--- src/design/sld_pkg.sv ---
// package for the speaker load diagnostic sequencer
// assumes a single 100 MHz core clock
package sld_pkg;
	localparam int CLK_MHZ = 100;
	// full run length in milliseconds and the derived cycle count
	localparam int RUN_MS = 229;
	localparam longint RUN_CYCLES = longint'(RUN_MS) * 1000 * CLK_MHZ;
	// number of check passes allowed in one run
	localparam int CHECK_MAX = 5;
	// check pass length: the run time is shared among the passes
	localparam longint CHECK_CYCLES = RUN_CYCLES / CHECK_MAX;
	// result codes
	typedef enum logic [2:0] {
		SLD_RES_NORMAL = 3'h0,
		SLD_RES_GND = 3'h1,
		SLD_RES_RAIL = 3'h2,
		SLD_RES_SHORT = 3'h3,
		SLD_RES_OPEN = 3'h4
	} sld_res_t;
	typedef enum logic [2:0] {
		SLD_IDLE,
		SLD_CHECK,
		SLD_JUDGE,
		SLD_PLAY,
		SLD_HOLD
	} sld_state_t;
endpackage : sld_pkg

--- src/design/sld_seq.sv ---
// speaker load diagnostic sequencer: runs the load check, holds the bridge in
// high impedance while checking and reports the result.
// assumes comparator inputs from the analogue load sense and fault monitors,
// all from outside this clock domain, and one core clock
//
// Functional notes
// start on hold release or protection fault
// bridge outputs high impedance during run
// classify ground, rail, open, shorted, normal
// a full run lasts about 229 ms
// repeat check phase up to five times
// open load still enables audio output
// other faults hold high impedance, recheck
// normal result starts audio output
// after overvoltage, run only every second event
// open load reported in status only
// shorts reported in status and error pin
// thermal or supply fault aborts run immediately
// status flags hold until next run
module sld_seq
	import sld_pkg::*;
#(
	parameter longint CHECK_LEN = sld_pkg::CHECK_CYCLES,
	parameter int CHECK_PASSES = sld_pkg::CHECK_MAX
) (
	input wire logic core_clk,
	input wire logic rstn,
	input wire logic hold_n,
	input wire logic fault_dc,
	input wire logic fault_oc,
	input wire logic fault_ov,
	input wire logic fault_uv,
	input wire logic fault_ot,
	input wire logic sense_gnd,
	input wire logic sense_rail,
	input wire logic sense_short,
	input wire logic sense_open,
	input wire logic sense_bigcap,
	output logic bridge_hiz,
	output logic audio_en,
	output logic diag_busy,
	output logic [2:0] diag_result,
	output logic stat_gnd,
	output logic stat_rail,
	output logic stat_short,
	output logic stat_open,
	output logic error_pin_o,
	output logic error_pin_oe_n
);
	localparam int NIN = 11;
	localparam int CW = 40;

	// refuse a check length the counter cannot hold or a pass count beyond four bits
	if (CHECK_LEN < 1 || CHECK_LEN > (longint'(1) << CW) ||
		CHECK_PASSES < 1 || CHECK_PASSES > 15) begin : g_bad_param
		$error("sld_seq: bad parameters");
	end

	// reset release through two flip-flops
	logic rst_s1, rst_n;
	always_ff @(posedge core_clk or negedge rstn) begin
		if (!rstn) begin
			rst_s1 <= 1'b0;
			rst_n <= 1'b0;
		end else begin
			rst_s1 <= 1'b1;
			rst_n <= rst_s1;
		end
	end

	// three-stage synchronisers, a change counts when stages two and three agree
	logic [NIN-1:0] raw, s1, s2, s3, in_r, in_nxt;
	assign raw = {sense_bigcap, sense_open, sense_short, sense_rail, sense_gnd,
		fault_ot, fault_uv, fault_ov, fault_oc, fault_dc, hold_n};
	always_comb begin
		in_nxt = in_r;
		for (int i = 0; i < NIN; i++) begin
			if (s2[i] == s3[i]) begin
				in_nxt[i] = s3[i];
			end
		end
	end
	always_ff @(posedge core_clk or negedge rst_n) begin
		if (!rst_n) begin
			s1 <= '0;
			s2 <= '0;
			s3 <= '0;
			in_r <= '0;
		end else begin
			s1 <= raw;
			s2 <= s1;
			s3 <= s2;
			in_r <= in_nxt;
		end
	end

	logic hold_q, f_dc, f_oc, f_ov, f_uv, f_ot, c_gnd, c_rail, c_short, c_open, c_cap;
	assign {c_cap, c_open, c_short, c_rail, c_gnd, f_ot, f_uv, f_ov, f_oc, f_dc, hold_q} =
		in_r;

	// classify the sensed load, shorts take priority over open
	function automatic sld_res_t classify(input logic g, input logic r,
		input logic s, input logic o);
		if (g) begin
			return SLD_RES_GND;
		end else if (r) begin
			return SLD_RES_RAIL;
		end else if (s) begin
			return SLD_RES_SHORT;
		end else if (o) begin
			return SLD_RES_OPEN;
		end
		return SLD_RES_NORMAL;
	endfunction : classify

	sld_state_t st_r, st_nxt;
	logic [CW-1:0] cnt_r, cnt_nxt;
	logic [3:0] pass_r, pass_nxt;
	logic hold_d_r, ov_d_r, ov_par_r, ov_par_nxt;
	logic pend_r, pend_nxt;
	logic [2:0] res_r, res_nxt;
	logic [3:0] stat_r, stat_nxt;
	logic abort, hold_rise, ov_rise, other_fault, start;
	sld_res_t cls;

	assign abort = f_ot | f_ov | f_uv;
	assign hold_rise = hold_q & ~hold_d_r;
	assign ov_rise = f_ov & ~ov_d_r;
	assign other_fault = f_dc | f_oc | f_uv | f_ot;
	assign cls = classify(c_gnd, c_rail, c_short, c_open);
	// supply and thermal faults block a start, so their runs wait in pend_r
	assign start = hold_rise | pend_r | f_dc | f_oc;

	// sequencer next state
	always_comb begin
		st_nxt = st_r;
		cnt_nxt = cnt_r;
		pass_nxt = pass_r;
		res_nxt = res_r;
		stat_nxt = stat_r;
		ov_par_nxt = ov_par_r;
		pend_nxt = pend_r;
		if (ov_rise) begin
			ov_par_nxt = ~ov_par_r;
		end
		case (st_r)
			SLD_IDLE, SLD_PLAY: begin
				if (!hold_q) begin
					st_nxt = SLD_IDLE;
				end else if (start && !abort) begin
					st_nxt = SLD_CHECK;
					cnt_nxt = '0;
					pass_nxt = 4'h1;
				end else if (st_r == SLD_IDLE && hold_q && !abort && !other_fault) begin
					st_nxt = SLD_PLAY;
				end
			end
			SLD_CHECK: begin
				if (abort || !hold_q) begin
					st_nxt = SLD_IDLE;
				end else if (cnt_r == CW'(CHECK_LEN - 1)) begin
					cnt_nxt = '0;
					if ((cls != SLD_RES_NORMAL && cls != SLD_RES_OPEN || c_cap)
						&& pass_r < 4'(CHECK_PASSES)) begin
						pass_nxt = pass_r + 4'h1;
					end else begin
						st_nxt = SLD_JUDGE;
					end
				end else begin
					cnt_nxt = cnt_r + CW'(1);
				end
			end
			SLD_JUDGE: begin
				res_nxt = cls;
				stat_nxt = {cls == SLD_RES_OPEN, cls == SLD_RES_SHORT,
					cls == SLD_RES_RAIL, cls == SLD_RES_GND};
				if (cls == SLD_RES_NORMAL || cls == SLD_RES_OPEN) begin
					st_nxt = SLD_PLAY;
				end else begin
					st_nxt = SLD_HOLD;
				end
			end
			SLD_HOLD: begin
				if (abort || !hold_q) begin
					st_nxt = SLD_IDLE;
				end else begin
					st_nxt = SLD_CHECK;
					cnt_nxt = '0;
					pass_nxt = 4'h1;
				end
			end
			default: st_nxt = SLD_IDLE;
		endcase
		// a pending run is served once the sequencer enters a check
		if (st_nxt == SLD_CHECK && st_r != SLD_CHECK) begin
			pend_nxt = 1'b0;
		end
		// a new fault wins over the clear in the same cycle
		if (f_uv || f_ot || (ov_rise && ov_par_r)) begin
			pend_nxt = 1'b1;
		end
	end

	// sequencer registers
	always_ff @(posedge core_clk or negedge rst_n) begin
		if (!rst_n) begin
			st_r <= SLD_IDLE;
			cnt_r <= '0;
			pass_r <= 4'h0;
			res_r <= SLD_RES_NORMAL;
			stat_r <= 4'h0;
			hold_d_r <= 1'b0;
			ov_d_r <= 1'b0;
			ov_par_r <= 1'b0;
			pend_r <= 1'b0;
		end else begin
			st_r <= st_nxt;
			cnt_r <= cnt_nxt;
			pass_r <= pass_nxt;
			res_r <= res_nxt;
			stat_r <= stat_nxt;
			hold_d_r <= hold_q;
			ov_d_r <= f_ov;
			ov_par_r <= ov_par_nxt;
			pend_r <= pend_nxt;
		end
	end

	// output registers
	logic hiz_r, aud_r, busy_r, err_r;
	always_ff @(posedge core_clk or negedge rst_n) begin
		if (!rst_n) begin
			hiz_r <= 1'b1;
			aud_r <= 1'b0;
			busy_r <= 1'b0;
			err_r <= 1'b0;
		end else begin
			hiz_r <= (st_nxt != SLD_PLAY);
			aud_r <= (st_nxt == SLD_PLAY);
			busy_r <= (st_nxt == SLD_CHECK || st_nxt == SLD_JUDGE);
			err_r <= |stat_nxt[2:0];
		end
	end

	assign bridge_hiz = hiz_r;
	assign audio_en = aud_r;
	assign diag_busy = busy_r;
	assign diag_result = res_r;
	assign {stat_open, stat_short, stat_rail, stat_gnd} = stat_r;
	assign error_pin_o = 1'b0;
	assign error_pin_oe_n = ~err_r; // open drain: low enable pulls pin low
endmodule : sld_seq

--- config.mk ---
export PLATFORM = sky130hd
export DESIGN_NAME = sld_seq
export DESIGN_NICKNAME = d
export VERILOG_FILES = /design/src/design/sld_pkg.sv /design/src/design/sld_seq.sv
export SDC_FILE = /design/constraint.sdc
export NUM_CORES = 1
export LEC_CHECK = 0
export BUFFER_PORTS_ARGS = -buffer_cell sky130_fd_sc_hd__clkbuf_2
export CORE_MARGIN = 10
export CORE_UTILIZATION = 55
export DETAILED_ROUTE_END_ITERATION = 12
export GPL_TIMING_DRIVEN = 1
export PLACE_DENSITY = 0.71
export SLEW_MARGIN = 20
export SYNTH_ARGS = -nofsm -noshare
export SYNTH_HDL_FRONTEND = slang
export SYNTH_SLANG_ARGS = --single-unit
export TNS_END_PERCENT = 30
--- constraint.sdc ---
create_clock -name core_clk -period 4.39 [get_ports core_clk]
set_input_delay 0.6585 -clock core_clk [delete_from_list [all_inputs] [get_ports core_clk]]
set_output_delay 0.6585 -clock core_clk [all_outputs]
set_load 0.005 [all_outputs]
# Yosys cells after proc, flatten, opt, wreduce, memory -nomap -nowiden
# Index checks and enable logic that the tools add are counted.
# word_totals
ff_bits	108
output_inout_bits	12
elab_cells	139
# op_classes
n_bitwise	14
add_sub_neg	2
magnitude_cmp	1
eq_ne	32
n_mux	34
n_reduce_logical	26
# op_table
op	count
40-bit two-way mux	5
40-bit case mux with 3 select lines	1
40-bit by 1-bit adder with 40-bit output, second input constant	1
40-bit by 23-bit equality test with 1-bit output, second input constant	1
3-bit two-way mux	13
4-bit two-way mux	6
3-bit by 2-bit equality test with 1-bit output, second input constant	6
2-bit != test, second input constant	6
3-bit case mux with 4 select lines	1
4-bit case mux with 3 select lines	1
1-bit equality test	11
3-bit by 1-bit equality test with 1-bit output, second input constant	3
1-bit logical AND	8
1-bit OR	8
1-bit two-way mux	7
7-bit AND reduction	1
3-bit equality test, second input constant	2
3-bit logical NOT	2
1-bit logical OR	6
3-bit nonzero test	2
5-bit AND reduction	1
4-bit by 1-bit adder with 4-bit output, second input constant	1
4-bit by 3-bit less-than comparator with 1-bit output, second input constant	1
1-bit inverter	4
other kinds (8)	11

# Longest topological paths before layout
# Gate-level depths: netlist of run 1.
# depth
word_depth	17
mapped_depth	11
depth_no_buf	9

# Least setup slack after synthesis of run 1
# Ideal clock, no wire load.
# synth_timing
path_kind	flip-flop to flip-flop
from	reg cnt_r[23]
to	reg pass_r[2]
setup_ps	78
path_stages_with_launch	9
arrival_ps	2467
n_path_buf	1
synth_period_minus_slack_ps	2544
setup_slack_ps	1846
required_ps	4312
path_cell_list	dfrtp_1 > or4b_1 > nor4_2 > nand3_2 > or3_1 > a21boi_4 > buf_6 > or3_1 > a21boi_1
# synth_between
elab_chain_cells	3
# synth_lines
item	line	source
start: declaration	sld_seq.sv:117	logic [CW-1:0] cnt_r, cnt_nxt;
start signal: assignment	sld_seq.sv:218	cnt_r <= cnt_nxt;
40-bit by 23-bit equality test with 1-bit output	sld_seq.sv:161	end else if (cnt_r == CW'(CHECK_LEN - 1)) begin
2-bit != test (no source line)	-	
7-bit AND reduction (no source line)	-	
end signal: assignment	sld_seq.sv:219	pass_r <= pass_nxt;
end: declaration	sld_seq.sv:118	logic [3:0] pass_r, pass_nxt;
# Every way passes these cells.
# A chain may end at the register's enable or synchronous reset.

# Final worst setup path of run 1
# layout_timing
from	reg cnt_r[36]
to	reg pass_r[2]
# Same word-level chain as after synthesis.

==> results.ini, run 1 <==
[status]
status=finished clean

[floorplan]
num_io_pins=25
die_y_um=112.0
core-area_um2=8217
die_x_um=112.0
fp-row-count=33
die_area_um2=12550
initial_utilization_pct=56.71

[drt]
ant_nets=0
post_drt_wl_per_cell_um=16.30
vias_per_cell=6.035
post-route-drc-count=0
drt_iter0_drc=268
drt_first_pass_iters=5
wirelength_um=9227
num_vias=3416

[logic_synthesis]
syn_inst=441
synthArstFlopShare_pct=100.0
synth_edf_count=0
postSynthAreaPerCell_um2=10.57
syn_area_um2=4659
seq_area_frac_synth_pct=58.03
yosys_register_bits=108
synth.distinct_cells=53
yosys_warnings=0
ys.flop_type=dfrtp_1
synthesis.nets=457

[placed_design]
dp_cells=549
placed_area_um2=4835
place_congestion=0.8390
pre_cts_slack_ps=1475
dpl.hpwl_um=6088
portBuffers=23

[final_layout]
final_cells=566
stdcell_area_um2=5062
final_core_util_pct=61.61
antenna_cells=0
drive_gt1_share_pct=11.28
final-seq-area_um2=2708
area_growth_pct=8.647
finalNetCount=472
fillers=666
multi_input_area_um2=1798

[clock_tree]
clock_sinks=108
cts.repair.resized=0
cts_made_buffers=9
cts_tree=built
clkTransAtPathRegs_ps=90
clockRootBuffer=clkbuf_8
holdBufCountCts=0
clockBufferDepth=2
clk_latency_ps=370
post-cts-setup-buffers=0
htree_levels=3

[sta]
setup_violations=0
grt_setup_unrepaired=no
worst_pin_slew_ps=856.6
worst_hold_slack_ps=58.81
final_hold_viol_count=0
slew_headroom_pct=42.69
max_freq_ghz=0.3356
setup_ws_ps=1410
finalCritPeriodShare_pct=67.87
tns_ps=0
finClkSkew_ps=14.94
finalMaxSlewViolations=0
fin_crit_ps=2980

[hold_path]
hold_class=in2async

[global_route]
grt_pass1_wl_um=16290
globalRoute.totalOverflow=0
grt_pass1_vias=3355
grt_max_degree=83
antenna_found_initial=0
track_usage_pct=15.21

[critical_path]
crit_fanout=25
crit_path_end=pass_r[2]
worstSetupStartpoint=cnt_r[36]
crit_path_end_kind=flop
timing_worst_setup_path_type=reg2reg
reg2reg_to=pass_r[2]
cp.arrival_ps=3270
critical_path.startpoint_type=flop
r2r_setup_slack_ps=1410
rr_worst_depth=8
worst-endpoint-required_ps=4680
regToRegStartpoint=cnt_r[36]

[run]
drv.max_cap_violation_count=0

[power_and_ir_drop]
p_per_area_nw_per_um2=378.1
peakVddDrop_uv=283.2
power_mw=1.914
p_leak_nw=2.203

-- worst max-delay path, stage by stage (launching register included) --
cell and delay, ps:
dfrtp_1 460, or4_1 600, nor4_2 290, nand3_2 180, nand2_1 390, buf_4 370, nand3_1 140, or3_1 330
a21boi_1 140
-- sequential cells by signal, indices dropped and copies added (netlist names), 3 cells and up --
signal	flops
diag_result	3
cnt_r	40
s3	11
stat_r	4
in_r	11
s2	11
s1	11
pass_r	4
st_r	3
-- Yosys cell counts, drive strengths merged, types with 3 or more instances --
cell    number  area [um^2]
dfrtp      107         2678
o21ai       51        255.3
nand2       32        120.1
nand3       24        125.1
o31ai       24        180.2
nor2        22        82.58
a21oi       19        95.09
clkbuf      19        71.32
and3        14        87.58
inv         14        52.55
maj3        11        110.1
nor3         9        45.04
nand4        8        50.05
a31oi        7        43.79
and4         7        61.31
or3          7        43.79
and2         6        37.54
nand2b       6        37.54
o41ai        6        52.55
buf          5        33.78
nor4         5        37.53
ha           3        37.54
or4          3        22.52
-- layout make-up --
type | instances | share of cell area, %
flip-flops and latches | 108 | 53.48
repair buffers | 28 | 3.411
clock buffers | 10 | 2.719
multi-input cells | 295 | 35.52
inverters | 14 | 1.038
well taps | 105 | 2.595
clock inverters | 6 | 1.236
-- worst min path at each step --
stage / from / to / slack, ps / cells after the start
detailed placement: s1[10] / s2[10] / 330 / 0
finish: rstn / rst_n / 60 / 1
global route: rstn / rst_n / 40 / 1
global placement: s1[7] / s2[7] / 330 / 0
CTS: rstn / rst_n / 40 / 1
floorplan: rst_s1 / rst_n / 330 / 0
-- placed cells by master, fill, tap and decap left out, types with 2 or more instances in the layout --
cell type	netlist	final
o31ai_1	24	24
a31oi_1	7	7
or3_1	7	7
maj3_1	11	11
dfrtp_1	107	106
xnor2_1	2	2
ha_1	3	3
inv_1	14	14
buf_4	1	4
and2_1	5	5
a41oi_1	2	2
nor4_1	4	4
clkbuf_8	0	10
nor3b_1	2	2
conb_1	2	2
o21ai_1	18	18
inv_6	0	3
nand2_1	32	32
and3_1	14	14
clkbuf_2	0	23
and4_1	7	7
o21ai_0	33	33
a311oi_1	2	2
a22o_1	2	2
o41ai_1	6	6
a21oi_1	19	19
and4b_1	2	2
nand3b_1	2	2
nand4_1	8	8
nand2b_1	6	6
nor3_1	9	9
nand3_1	23	23
nor2_1	22	22
or4_1	3	3
-- metal layers --
layer	wire length (um)	track usage [%]	vias up
met4	123	5.584	0
met2	4134	21.99	78
li1	-	-	1653
met3	392	3.408	13
met1	4577	21.85	1672
met5	0	0	-
-- cell families (layout without fill, tap and decap cells) --
family,after synthesis,in the layout,share of synthesized area (%)
buffers and inverters,38,58,3.383
AO/OA/AOI/OAI,123,123,16.78
AND/OR/NAND/NOR,154,154,18.10
flip-flops,108,108,58.03
other,2,2,0.1612
adder cells (fa/ha/maj),14,14,3.169
XOR/XNOR,2,2,0.3760
-- report_power, final --
part | switching [mW] | internal [mW] | leakage, nW
clock network | 0.363 | 0.238 | 0.103
logic | 0.109 | 0.0837 | 0.726
registers | 0.0528 | 1.07 | 1.37
(Power assumes the default switching activity.)
==> run 2, diff against run 1 <==
--- a/config.mk
+++ b/config.mk
@@ -5,12 +5,13 @@
 export SDC_FILE = /design/constraint.sdc
 export NUM_CORES = 1
 export LEC_CHECK = 0
+export ABC_AREA = 1
 export BUFFER_PORTS_ARGS = -buffer_cell sky130_fd_sc_hd__clkbuf_2
 export CORE_MARGIN = 10
 export CORE_UTILIZATION = 55
 export DETAILED_ROUTE_END_ITERATION = 12
 export GPL_TIMING_DRIVEN = 1
-export PLACE_DENSITY = 0.71
+export PLACE_DENSITY = 0.73
 export SLEW_MARGIN = 20
 export SYNTH_ARGS = -nofsm -noshare
 export SYNTH_HDL_FRONTEND = slang
==> constraint.sdc (replaced) <==
create_clock -name core_clk -period 2.65 [get_ports core_clk]
set_input_delay 0.3975 -clock core_clk [delete_from_list [all_inputs] [get_ports core_clk]]
set_output_delay 0.3975 -clock core_clk [all_outputs]
set_load 0.005 [all_outputs]
==> run 2 against run 1 <==
Effect of this change: sequential share of layout area shrank 7.0 points; area after synthesis grew 15%; largest cell class unchanged; worst setup slack lost 830 ps; non-clock buffer count is the same; core utilization grew 0.59 points; clock skew shrank 1.6 ps; largest power group unchanged; combinational power grew 88%; sequential power grew 63%; clock-buffer cell count shrank 1.
==> results.ini, run 2 <==
[clock_tree]
clockBufferDepth=2
cts.repair.resized=0
htree_levels=3
holdBufCountCts=1
clockRootBuffer=clkbuf_8
post-cts-setup-buffers=0
clkTransAtPathRegs_ps=110
cts_tree=built
cts_made_buffers=9
clk_latency_ps=390
clock_sinks=108

[logic_synthesis]
yosys_register_bits=108
syn_inst=676
seq_area_frac_synth_pct=50.42
syn_area_um2=5363
synthesis.nets=692
synth_common_cells=210 x nand2_1, 107 x dfrtp_1, 106 x nor2_1
ys.flop_type=dfrtp_1
synth_area_leaders=dfrtp_1 50%, nand2_1 15%, nor2_1 7.4%
synth.distinct_cells=37
postSynthAreaPerCell_um2=7.933
yosysMostFrequentCell=nand2_1
yosysTopAreaCell=dfrtp_1
yosys_warnings=0
synthArstFlopShare_pct=100.0
synth_edf_count=0
synth_top_area_share_pct=49.93

[drt]
vias_per_cell=5.474
drt_iter0_drc=535
num_vias=4571
post-route-drc-count=0
wirelength_um=12990
post_drt_wl_per_cell_um=15.56
ant_nets=0
drt_first_pass_iters=5

[final_layout]
final-seq-area_um2=2708
area_growth_pct=8.703
top_register=cnt_r
layout.cells.most_common=nand2_1
fillers=883
final_core_util_pct=62.20
stdcell_area_um2=5829
antenna_cells=0
final_cells=835
multi_input_area_um2=2331
drive_gt1_share_pct=9.348
largest_reg_flops=40
mostFrequentLayoutCells=210 x nand2_1, 106 x nor2_1, 106 x dfrtp_1, 62 x inv_1, 44 x nand4_1
finalNetCount=717

[power_and_ir_drop]
peakVddDrop_uv=461.6
p_per_area_nw_per_um2=549.2
power_mw=3.201
p_leak_nw=2.721

[global_route]
globalRoute.totalOverflow=0
grt_max_degree=57
track_usage_pct=18.77
grt_pass1_vias=4306
antenna_found_initial=0
grt_pass1_wl_um=21710

[sta]
finalMaxSlewViolations=0
tns_ps=0
worst_hold_slack_ps=105.5
slew_headroom_pct=53.42
setup_violations=0
fin_crit_ps=2068
max_freq_ghz=0.4835
finClkSkew_ps=13.30
grt_setup_unrepaired=no
final_hold_viol_count=0
worst_pin_slew_ps=698.6
finalCritPeriodShare_pct=78.05
setup_ws_ps=581.6

[floorplan]
initial_utilization_pct=57.22
die_x_um=118.7
num_io_pins=25
core-area_um2=9371
fp-row-count=35
die_y_um=118.7
die_area_um2=14100

[placed_design]
dpl.hpwl_um=9727
placed_area_um2=5618
dp_cells=818
pre_cts_slack_ps=605.4
portBuffers=23
place_congestion=0.9820

[critical_path]
crit_path_end_kind=flop
timing_worst_setup_path_type=reg2reg
crit_fanout=8
cp.arrival_ps=2360
worst-endpoint-required_ps=2940
critical_path.startpoint_type=flop
rr_worst_depth=10
r2r_setup_slack_ps=580

[hold_path]
min_path_cells=1
hold_class=in2reg

[status]
status=finished clean

[run]
drv.max_cap_violation_count=0

run 2: area by class of cell:
type	instances	area share, %
clock buffers	9	2.125
inverters	66	4.250
clock inverters	7	1.331
multi-input cells	488	39.99
repair buffers	28	3.091
well taps	129	2.769
flip-flops and latches	108	46.45
run 2: cells by family (layout without fill, tap and decap cells):
logic type,after synthesis,after routing,share of synthesized area [%]
fa+ha+maj,14,14,2.753
buf+inv,80,110,6.113
compound gates,46,46,4.900
xor+xnor,9,9,1.470
flops,108,108,50.42
other cells,2,2,0.1400
simple gates,417,417,34.20
run 2: report_power, final:
part | switching [mW] | internal (mW)
clock | 0.630 | 0.374
combinational | 0.233 | 0.130
sequential | 0.0871 | 1.75
total | 0.950 | 2.25
run 2: path summary, 6_finish.rpt:
path                         endpoint        from
min                             s1[9]  sense_open
min reg2reg                     s2[6]       s1[6]
max in group asynchronous  bridge_hiz       rst_n
max                         pass_r[2]    cnt_r[0]
max reg2reg                 pass_r[2]    cnt_r[0]
min in group asynchronous       rst_n        rstn
run 2: worst max-delay path, cell delays in order (launching register included):
cell and delay, ps:
dfrtp_1 510, ha_1 310, nand2_1 140, nor2_4 160
nand3_2 80, nor2_2 190, nand3_4 170, nand2_4 160
nand3_4 90, nand2_1 90, nand2_1 50
run 2: per-layer routing:
layer	up-vias	wire length [um]	global-route usage (%)
li1	2225	-	-
met3	20	1043	3.903
met4	0	255	6.489
met5	-	0	0
met2	177	5584	27.04
met1	2149	6105	27.22
